===== src/inc/io_port_defines.svh =====
`ifndef IO_PORT_DEFINES_SVH
`define IO_PORT_DEFINES_SVH

// register indices; byte address is four times the index
`define IDX_PORT0_DATA 7'h00
`define IDX_PORT1_DATA 7'h01
`define IDX_PORT2_DATA 7'h02
`define IDX_PORT3_DATA 7'h03
`define IDX_PORT0_IEN 7'h04
`define IDX_PORT1_IEN 7'h05
`define IDX_PORT2_IEN 7'h06
`define IDX_PORT3_IEN 7'h07
`define IDX_GPIO_CFG 7'h08
`define IDX_SINK_DATA 7'h30
`define IDX_SINK_LVL0 7'h38
`define IDX_SINK_LVL3 7'h3b
`define IDX_SINK_IEN 7'h3c
`define IDX_SINK_POL 7'h3d
`define IDX_INT_STATUS 7'h40
`define IDX_INT_CLEAR 7'h41
`define IDX_INT_ENABLE 7'h42

// field positions
`define CFG_POL_LSB 8
`define INT_GPIO_BIT 0
`define INT_SINK_BIT 1

// reset values
`define RST_GPIO_DATA 32'hffffffff
`define RST_GPIO_CFG 12'h000
`define RST_SINK_DATA 4'hf
`define RST_SINK_LVL 16'h0000

`endif


===== src/inc/io_port_pkg.sv =====
package io_port_pkg;

    typedef enum logic [1:0] {
        mode_input,
        mode_open_drain,
        mode_push_pull,
        mode_spare
    } gpio_mode_e;

    typedef logic [7:0] port_t;
    typedef logic [3:0] sink_t;

endpackage


===== src/verilog/io_port_sink_interrupts.sv =====
// How it works
// - written one disables sink, pull-up raises pin
// - written zero drops pull-up, sinks programmed level
// - one-written sink pin reads pin level
// - per-pin sixteen-step sink level register
// - sink pins request interrupt through per-pin mask
// - sink interrupt edge chosen per pin
// - ports are pull-up input, open-drain, push-pull
// - four eight-bit general ports, thirty-two pins
// - all general pin requests merge into one
// - per-pin mask gates general pin interrupts
// - general pin edge chosen per port
// - edges are rising or falling only
// - sink and general requests are separate sources
// - data registers read/write, port interrupt enables write-only
`timescale 1ns/10ps
`include "io_port_defines.svh"

module io_port_sink_interrupts (
    input wire logic pclk,
    input wire logic presetn,
    input wire logic ce,
    input wire logic [11:0] paddr,
    input wire logic psel,
    input wire logic penable,
    input wire logic pwrite,
    input wire logic [31:0] pwdata,
    output logic [31:0] prdata,
    output logic pready,
    output logic pslverr,
    input wire io_port_pkg::port_t port_zero_pins_in,
    output io_port_pkg::port_t port_zero_pins_out,
    output io_port_pkg::port_t port_zero_pins_oe,
    output io_port_pkg::port_t port_zero_pins_pullup_en,
    input wire io_port_pkg::port_t port_one_pins_in,
    output io_port_pkg::port_t port_one_pins_out,
    output io_port_pkg::port_t port_one_pins_oe,
    output io_port_pkg::port_t port_one_pins_pullup_en,
    input wire io_port_pkg::port_t port_two_pins_in,
    output io_port_pkg::port_t port_two_pins_out,
    output io_port_pkg::port_t port_two_pins_oe,
    output io_port_pkg::port_t port_two_pins_pullup_en,
    input wire io_port_pkg::port_t port_three_pins_in,
    output io_port_pkg::port_t port_three_pins_out,
    output io_port_pkg::port_t port_three_pins_oe,
    output io_port_pkg::port_t port_three_pins_pullup_en,
    input wire io_port_pkg::sink_t sink_port_pins_in,
    output io_port_pkg::sink_t sink_port_pins_sink_en,
    output io_port_pkg::sink_t sink_port_pins_pullup_en,
    output logic [15:0] sink_level,
    output logic gpio_irq_req,
    output logic sink_irq_req,
    output logic irq
);
    import io_port_pkg::*;

    function automatic logic [7:0] edge_hit(
        input logic [7:0] prev,
        input logic [7:0] cur,
        input logic [7:0] rise
    );
        edge_hit = (rise & ~prev & cur) | (~rise & prev & ~cur);
    endfunction

    // inclusive index span, used by the read mux and the write decode
    function automatic logic in_span(
        input logic [6:0] at,
        input logic [6:0] lo,
        input logic [6:0] hi
    );
        in_span = (at >= lo) && (at <= hi);
    endfunction

    logic [31:0] gpio_data;
    logic [31:0] gpio_ien;
    logic [31:0] gpio_prev;
    logic [11:0] gpio_cfg;
    logic [3:0] sink_data;
    logic [3:0] sink_ien;
    logic [3:0] sink_pol;
    logic [3:0] sink_prev;
    logic [15:0] sink_lvl;
    logic [1:0] int_status;
    logic [1:0] int_enable;
    logic [31:0] pin_out;
    logic [31:0] pin_oe;
    logic [31:0] pin_pull;
    logic [3:0] sink_en;
    logic [3:0] sink_pull;
    logic [31:0] next_prdata;
    logic next_pslverr;

    wire [6:0] idx = paddr[8:2];
    wire word = (paddr[1:0] == 2'b00);
    wire in_window = (paddr[11:9] == 3'b000);
    wire aligned = word && in_window;
    wire access = psel & penable;
    // first access cycle: the answer is prepared, pready still low
    wire answer = access & ~pready;
    wire done = access & pready;
    wire wr = done & pwrite;
    wire [31:0] gpio_in = {port_three_pins_in, port_two_pins_in,
                           port_one_pins_in, port_zero_pins_in};

    wire [31:0] next_out;
    wire [31:0] next_oe;
    wire [31:0] next_pull;
    wire [31:0] gpio_hit;

    // per-port drive style and edge choice
    genvar p;
    generate
        for (p = 0; p < 4; p++) begin : g_port
            gpio_mode_e mode;
            wire rise;
            wire [7:0] data_byte;
            wire [7:0] ien_byte;
            assign mode = gpio_mode_e'(gpio_cfg[2*p +: 2]);
            assign rise = gpio_cfg[`CFG_POL_LSB + p];
            assign data_byte = gpio_data[8*p +: 8];
            assign ien_byte = gpio_ien[8*p +: 8];
            // the spare mode code falls through to input
            assign next_oe[8*p +: 8] =
                (mode == mode_push_pull) ? 8'hff :
                (mode == mode_open_drain) ? ~data_byte : 8'h00;
            assign next_out[8*p +: 8] =
                (mode == mode_push_pull) ? data_byte : 8'h00;
            // push-pull drives both ways, so the pull-up would only waste
            assign next_pull[8*p +: 8] =
                (mode == mode_push_pull) ? 8'h00 : 8'hff;
            assign gpio_hit[8*p +: 8] = ien_byte &
                edge_hit(gpio_prev[8*p +: 8], gpio_in[8*p +: 8], {8{rise}});
        end
    endgenerate

    wire [3:0] next_sink_en;
    wire [3:0] next_sink_pull;
    wire [3:0] sink_rise;
    wire [3:0] sink_fall;
    wire [3:0] sink_hit;

    // per sink pin: drive pair and its own edge choice
    genvar s;
    generate
        for (s = 0; s < 4; s++) begin : g_sink
            wire pin;
            wire was;
            assign pin = sink_port_pins_in[s];
            assign was = sink_prev[s];
            // a one releases the sink so the pull-up lifts the pin
            assign next_sink_en[s] = ~sink_data[s];
            assign next_sink_pull[s] = sink_data[s];
            assign sink_rise[s] = ~was & pin;
            assign sink_fall[s] = was & ~pin;
            assign sink_hit[s] = sink_ien[s] &
                (sink_pol[s] ? sink_rise[s] : sink_fall[s]);
        end
    endgenerate

    wire gpio_event = |gpio_hit;
    wire sink_event = |sink_hit;
    wire [1:0] int_events = {sink_event, gpio_event};

    // one select per register or indexed group; unaligned or unmapped selects nothing
    wire sel_data = aligned &&
        in_span(idx, `IDX_PORT0_DATA, `IDX_PORT3_DATA);
    wire sel_ien = aligned &&
        in_span(idx, `IDX_PORT0_IEN, `IDX_PORT3_IEN);
    wire sel_cfg = aligned && (idx == `IDX_GPIO_CFG);
    wire sel_sink = aligned && (idx == `IDX_SINK_DATA);
    wire sel_lvl = aligned &&
        in_span(idx, `IDX_SINK_LVL0, `IDX_SINK_LVL3);
    wire sel_sink_ien = aligned && (idx == `IDX_SINK_IEN);
    wire sel_pol = aligned && (idx == `IDX_SINK_POL);
    wire sel_status = aligned && (idx == `IDX_INT_STATUS);
    wire sel_clear = aligned && (idx == `IDX_INT_CLEAR);
    wire sel_enable = aligned && (idx == `IDX_INT_ENABLE);
    // status is read-only: a write there is ignored, not refused
    wire sel_any = sel_data | sel_ien | sel_cfg | sel_sink | sel_lvl |
        sel_sink_ien | sel_pol | sel_status | sel_clear | sel_enable;
    wire [1:0] lvl_pin = 2'(idx - `IDX_SINK_LVL0);
    // read-back slices for the addressed port and sink pin
    wire [7:0] pin_byte = gpio_in[8*idx[1:0] +: 8];
    wire [3:0] lvl_byte = sink_lvl[4*lvl_pin +: 4];

    wire [1:0] int_clear = (wr && sel_clear) ? pwdata[1:0] : 2'b00;
    wire [1:0] next_status;

    // a new event wins over a simultaneous clear
    genvar q;
    generate
        for (q = 0; q < 2; q++) begin : g_status
            assign next_status[q] = int_events[q] |
                (int_status[q] & ~int_clear[q]);
        end
    endgenerate
    // level output tracks the enabled sticky bits
    wire [1:0] irq_live = next_status & int_enable;

    always_comb begin
        next_prdata = 32'h0;
        next_pslverr = ~sel_any;
        if (sel_data) begin
            // reads return the level on the pins, not the latch
            next_prdata = {24'h0, pin_byte};
        end else if (sel_ien) begin
            next_prdata = 32'h0;
        end else if (sel_cfg) begin
            next_prdata = {20'h0, gpio_cfg};
        end else if (sel_sink) begin
            next_prdata = {28'h0, sink_port_pins_in};
        end else if (sel_lvl) begin
            next_prdata = {28'h0, lvl_byte};
        end else if (sel_sink_ien) begin
            next_prdata = {28'h0, sink_ien};
        end else if (sel_pol) begin
            next_prdata = {28'h0, sink_pol};
        end else if (sel_status) begin
            next_prdata = {30'h0, int_status};
        end else if (sel_clear) begin
            next_prdata = 32'h0;
        end else if (sel_enable) begin
            next_prdata = {30'h0, int_enable};
        end
    end

    // one wait state: answer is prepared while pready is low
    always_ff @(posedge pclk or negedge presetn) begin
        if (!presetn) begin
            pready <= 1'b0;
            prdata <= 32'h0;
            pslverr <= 1'b0;
        end else if (ce) begin
            pready <= answer;
            prdata <= (answer & ~pwrite) ? next_prdata : 32'h0;
            pslverr <= answer & next_pslverr;
        end
    end

    // writes land only at the completing edge
    always_ff @(posedge pclk or negedge presetn) begin
        if (!presetn) begin
            gpio_data <= `RST_GPIO_DATA;
            gpio_ien <= 32'h0;
            gpio_cfg <= `RST_GPIO_CFG;
        end else if (ce && wr) begin
            if (sel_data) begin
                gpio_data[8*idx[1:0] +: 8] <= pwdata[7:0];
            end else if (sel_ien) begin
                gpio_ien[8*idx[1:0] +: 8] <= pwdata[7:0];
            end else if (sel_cfg) begin
                gpio_cfg <= pwdata[11:0];
            end
        end
    end

    always_ff @(posedge pclk or negedge presetn) begin
        if (!presetn) begin
            sink_data <= `RST_SINK_DATA;
            sink_lvl <= `RST_SINK_LVL;
            sink_ien <= 4'h0;
            sink_pol <= 4'h0;
            int_enable <= 2'b00;
        end else if (ce && wr) begin
            if (sel_sink) begin
                sink_data <= pwdata[3:0];
            end else if (sel_lvl) begin
                sink_lvl[4*lvl_pin +: 4] <= pwdata[3:0];
            end else if (sel_sink_ien) begin
                sink_ien <= pwdata[3:0];
            end else if (sel_pol) begin
                sink_pol <= pwdata[3:0];
            end else if (sel_enable) begin
                int_enable <= pwdata[1:0];
            end
        end
    end

    // pins are synchronous to pclk, so one sample gives the edge
    always_ff @(posedge pclk or negedge presetn) begin
        if (!presetn) begin
            // idle pins are pulled up, so no false edge follows reset
            gpio_prev <= 32'hffffffff;
            sink_prev <= 4'hf;
        end else if (ce) begin
            gpio_prev <= gpio_in;
            sink_prev <= sink_port_pins_in;
        end
    end

    // requests pulse once per cycle that holds an enabled edge
    always_ff @(posedge pclk or negedge presetn) begin
        if (!presetn) begin
            int_status <= 2'b00;
            gpio_irq_req <= 1'b0;
            sink_irq_req <= 1'b0;
            irq <= 1'b0;
        end else if (ce) begin
            int_status <= next_status;
            gpio_irq_req <= gpio_event;
            sink_irq_req <= sink_event;
            irq <= |irq_live;
        end
    end

    // registered so every pin changes on a clock edge only
    always_ff @(posedge pclk or negedge presetn) begin
        if (!presetn) begin
            pin_out <= 32'h0;
            pin_oe <= 32'h0;
            pin_pull <= 32'hffffffff;
            sink_en <= 4'h0;
            sink_pull <= 4'hf;
            sink_level <= `RST_SINK_LVL;
        end else if (ce) begin
            pin_out <= next_out;
            pin_oe <= next_oe;
            pin_pull <= next_pull;
            sink_en <= next_sink_en;
            sink_pull <= next_sink_pull;
            sink_level <= sink_lvl;
        end
    end

    // drive, enable and pull-up per port, straight from the pin flops
    assign port_zero_pins_out = pin_out[7:0];
    assign port_one_pins_out = pin_out[15:8];
    assign port_two_pins_out = pin_out[23:16];
    assign port_three_pins_out = pin_out[31:24];

    assign port_zero_pins_oe = pin_oe[7:0];
    assign port_one_pins_oe = pin_oe[15:8];
    assign port_two_pins_oe = pin_oe[23:16];
    assign port_three_pins_oe = pin_oe[31:24];

    assign port_zero_pins_pullup_en = pin_pull[7:0];
    assign port_one_pins_pullup_en = pin_pull[15:8];
    assign port_two_pins_pullup_en = pin_pull[23:16];
    assign port_three_pins_pullup_en = pin_pull[31:24];

    assign sink_port_pins_sink_en = sink_en;
    assign sink_port_pins_pullup_en = sink_pull;

endmodule

===== config.mk =====
export PLATFORM = sky130hd
export DESIGN_NAME = io_port_sink_interrupts
export DESIGN_NICKNAME = d
export VERILOG_FILES = /design/src/inc/io_port_pkg.sv /design/src/verilog/io_port_sink_interrupts.sv
export VERILOG_INCLUDE_DIRS = /design/src /design/src/inc
export SDC_FILE = /design/constraint.sdc
export NUM_CORES = 1
export LEC_CHECK = 0
export ABC_AREA = 1
export BUFFER_PORTS_ARGS = -buffer_cell sky130_fd_sc_hd__buf_2
export CAP_MARGIN = 5
export CORE_ASPECT_RATIO = 1.1
export CORE_MARGIN = 10
export CORE_UTILIZATION = 56
export DETAILED_ROUTE_END_ITERATION = 8
export MAX_ROUTING_LAYER = met4
export PLACE_DENSITY = 0.81
export SYNTH_ARGS = -nofsm -noshare
export SYNTH_HDL_FRONTEND = slang
export SYNTH_SLANG_ARGS = --single-unit

===== constraint.sdc =====
create_clock -name pclk -period 2.08 [get_ports pclk]
set_input_delay 0.416 -clock pclk [delete_from_list [all_inputs] [get_ports pclk]]
set_output_delay 0.416 -clock pclk [all_outputs]
set_load 0.03 [all_outputs]

==> results.sh <==
export IMPL_status="finished clean"
export IMPL_crit_type="flop to flop"
export IMPL_min_from="port_zero_pins_in[1]"
export IMPL_die_area_sq_um=28000
export IMPL_crit_top_cell="nand2_1"
export IMPL_cp_slowest_stage_delay_ps=480
export IMPL_yosys_most_used_dff="dfrtp_1"
export IMPL_dpl_hpwl_um=27200
export IMPL_synth_area_leaders="dfrtp_1 (36%), dfstp_2 (17%), nand2_1 (12%)"
export IMPL_io_pins=243
export IMPL_worst_pin_slew_ps=727
export IMPL_hold_path_class="primary input to flop"
export IMPL_p_leak_uw=0.00740
export IMPL_io_buffer_count=202
export IMPL_yosys_warnings=0
export IMPL_drive_gt1_share_pct=26.2
export IMPL_end_kind="flop"
export IMPL_fmax_ghz=0.511
export IMPL_num_rows=56
export IMPL_syn_inst=1447
export IMPL_cp_slowest_cell="dfrtp_1"
export IMPL_met2_usage_pct=42.4
export IMPL_ir_drop_uv=678
export IMPL_setup_viol=0
export IMPL_post_route_min_period_ps=1960
export IMPL_drt_iter0_drc=935
export IMPL_synth_cell_types=39
export IMPL_power_density_nw_per_um2=784
export IMPL_core_area_sq_um=21300
export IMPL_required_ps=2510
export IMPL_synth_edf_count=0
export IMPL_num_nets_final=1754
export IMPL_fin_cells=1975
export IMPL_num_vias=10800
export IMPL_htreeDepth=1
export IMPL_maxCapViolCount=0
export IMPL_antenna_found_initial=1
export IMPL_use_met1_pct=32.1
export IMPL_wl_um=36400
export IMPL_busiest_layer="met2"
export IMPL_clock_latency_ps=550
export IMPL_gr_usage_met3_pct=4.09
export IMPL_cp_startpoint="gpio_cfg[10]$_DFFE_PN0P_"
export IMPL_slew_headroom_pct=51.3
export IMPL_reg2reg_from="gpio_cfg[10]$_DFFE_PN0P_"
export IMPL_cts_resized=0
export IMPL_grt_first_pass_wirelength_um=57500
export IMPL_grtUsageTotal_pct=26.1
export IMPL_cts_buffers=27
export IMPL_clock_root_buffer="clkbuf_16"
export IMPL_synth_top_cell_by_area="dfrtp_1"
export IMPL_clk_pin_slew_ps=60
export IMPL_grt_max_degree=107
export IMPL_synthArstFlopShare_pct=100
export IMPL_drtPass1Iterations=5
export IMPL_critPathMaxFanout=10
export IMPL_path_cells="inv_1 -> o21ai_0 -> o211ai_1 -> nand2_1 -> nor2_1 -> nand2_1 -> nor2_1 -> nand3_1 -> nand2_1 -> nand2_1"
export IMPL_die_h_um=174
export IMPL_cp_data_arrival_time_ps=2380
export IMPL_vias_per_cell=5.46
export IMPL_die_w_um=160
export IMPL_dp_cells=1923
export IMPL_fin_skew_ps=14.6
export IMPL_grt_pass1_vias=10600
export IMPL_gp_congestion=0.950
export IMPL_seq_area_frac_synth_pct=53.0
export IMPL_netlist_area_sq_um=12100
export IMPL_grt_overflow=0
export IMPL_wl_per_cell_um=18.4
export IMPL_slew_viol_final=0
export IMPL_synth_top_area_share_pct=35.7
export IMPL_critPathTopFamily="simple AND/OR/NAND/NOR gates"
export IMPL_cts_tree="built"
export IMPL_setup_tns_ps=0
export IMPL_route_detailed_drc=0
export IMPL_critPathBufInv=1
export IMPL_ant_nets=0
export IMPL_start_util_pct=57.0
export IMPL_n_fill_cell=1742
export IMPL_yosys_register_bits=253
export IMPL_synth_area_per_cell_sq_um=8.39
export IMPL_clockBufferDepth=3
export IMPL_numClockSinks=253
export IMPL_hold_viol=0
export IMPL_fin_crit_sh_pct=94.0
export IMPL_cts_setup_buffers=0
export IMPL_area_growth_pct=19.0
export IMPL_worstSetupStartpointType="flop"
export IMPL_rsz0062_at_grt="false"
cell usage after synthesis (2+ instances only):
cell        n
a21oi_1    50
buf_2      14
buf_4      49
buf_6       4
clkbuf_1   27
clkinv_1    4
clkinv_2    2
dfrtp_1   173
dfstp_2    80
ha_1        5
inv_1     130
inv_2      10
mux2_2      4
mux2_4      4
nand2_1   393
nand2_2     8
nand3_1    69
nand3_2     8
nand4_1     8
nor2_1     94
nor2_2      7
nor2_4      3
nor2_8      4
nor3_1     31
o211ai_1   19
o21a_1      4
o21ai_0   175
o21ai_1    37
o221ai_1    8
o22a_1      8
o22ai_1     4
o31ai_1     4
worst register-to-register path, stage by stage, from the launching register on:
cell and delay (ps):
dfrtp_1 480, inv_1 270, o21ai_0 130, o211ai_1 90
nand2_1 80, nor2_1 110, nand2_1 90, nor2_1 340
nand3_1 130, nand2_1 80, nand2_1 40
power by group:
| group | total (uW) | internal [uW] | switching, uW | leakage [uW] |
|---|---|---|---|---|
| sequential | 5160 | 5100 | 67.0 | 0.00314 |
| clock | 5030 | 2950 | 2070 | 0.000452 |
| combinational | 1130 | 302 | 832 | 0.00381 |
state kept, by name, indices dropped and copies added (netlist names), 12 cells and up:
name        count
gpio_prev      32
sink_level     16
pin_oe         32
gpio_cfg       12
pin_out        32
gpio_ien       32
prdata         12
sink_lvl       16
gpio_data      32
final timing paths:
kind,to,slack (ps),cells after the start
setup / recovery,irq$_DFFE_PN0P_,120,10
hold / removal,gpio_prev[1]$_DFFE_PN1P_,110,3
setup reg to reg,irq$_DFFE_PN0P_,120,10
hold reg to reg,sink_port_pins_pullup_en[3]$_DFFE_PN1P_,470,2
max in group asynchronous,gpio_prev[31]$_DFFE_PN1P_,1100,3
min in group asynchronous,prdata[9]$_DFFE_PN0P_,250,2
kinds of logic after synthesis:
kind of cell / share of synthesized area [%]
AOI/OAI and AO/OA: 14.0
adders and majority gates: 0.516
buffers and inverters: 9.43
DFF: 53.0
muxes: 0.866
other: 0.0309
and+or+nand+nor: 22.2
routing by layer:
| metal | vias up | part of all wire [%] | wire length (um) |
|---|---|---|---|
| met5 | - | 0 | 0 |
| met3 | 100 | 7.5 | 2710 |
| li1 | 5077 | - | - |
| met2 | 487 | 49 | 17700 |
| met1 | 5115 | 40 | 14500 |
| met4 | 0 | 4.2 | 1520 |
cells in the final DEF (no fill, tap or decap), drive strengths merged, types with 8 or more instances in the layout:
cell type  count
a21oi         50
buf          262
clkbuf        32
clkinv        14
conb          20
dfrtp        173
dfstp         80
inv          144
mux2           8
nand2        401
nand3         77
nand4          9
nor2         108
nor3          32
o211ai        19
o21ai        212
o221ai         8
o22a           8
what timing repair did:
item	CTS	global route
setup endpoints to repair	0	0
hold buffers	1	0
hold endpoints to repair	111	0
final cells by class:
cell class                      count  area, sq um  area share [%]
Antenna cell                        1         2.50          0.0173
Clock buffer                       32          704            4.88
Clock inverter                     18          224            1.55
Inverter                          147          557            3.85
Multi-Input combinational cell    971         4630            32.1
Sequential cell                   253         6430            44.5
Tap cell                          290          363            2.51
Timing Repair Buffer              263         1530            10.6
through the flow:
step	cell area (sq um)	setup WS (ps)	power, uW	utilization, %	hold WS [ps]
finish	14400	125	11300	67.8	110
global route	14400	38.3	11700	67.8	125
CTS	14400	219	11400	67.8	105
detailed placement	13500	4.55	6370	63.4	216
global placement	13500	6.90	6340	63.4	213
floorplan	12200	159	5910	-	120
Power figures use the tool's default switching activity.
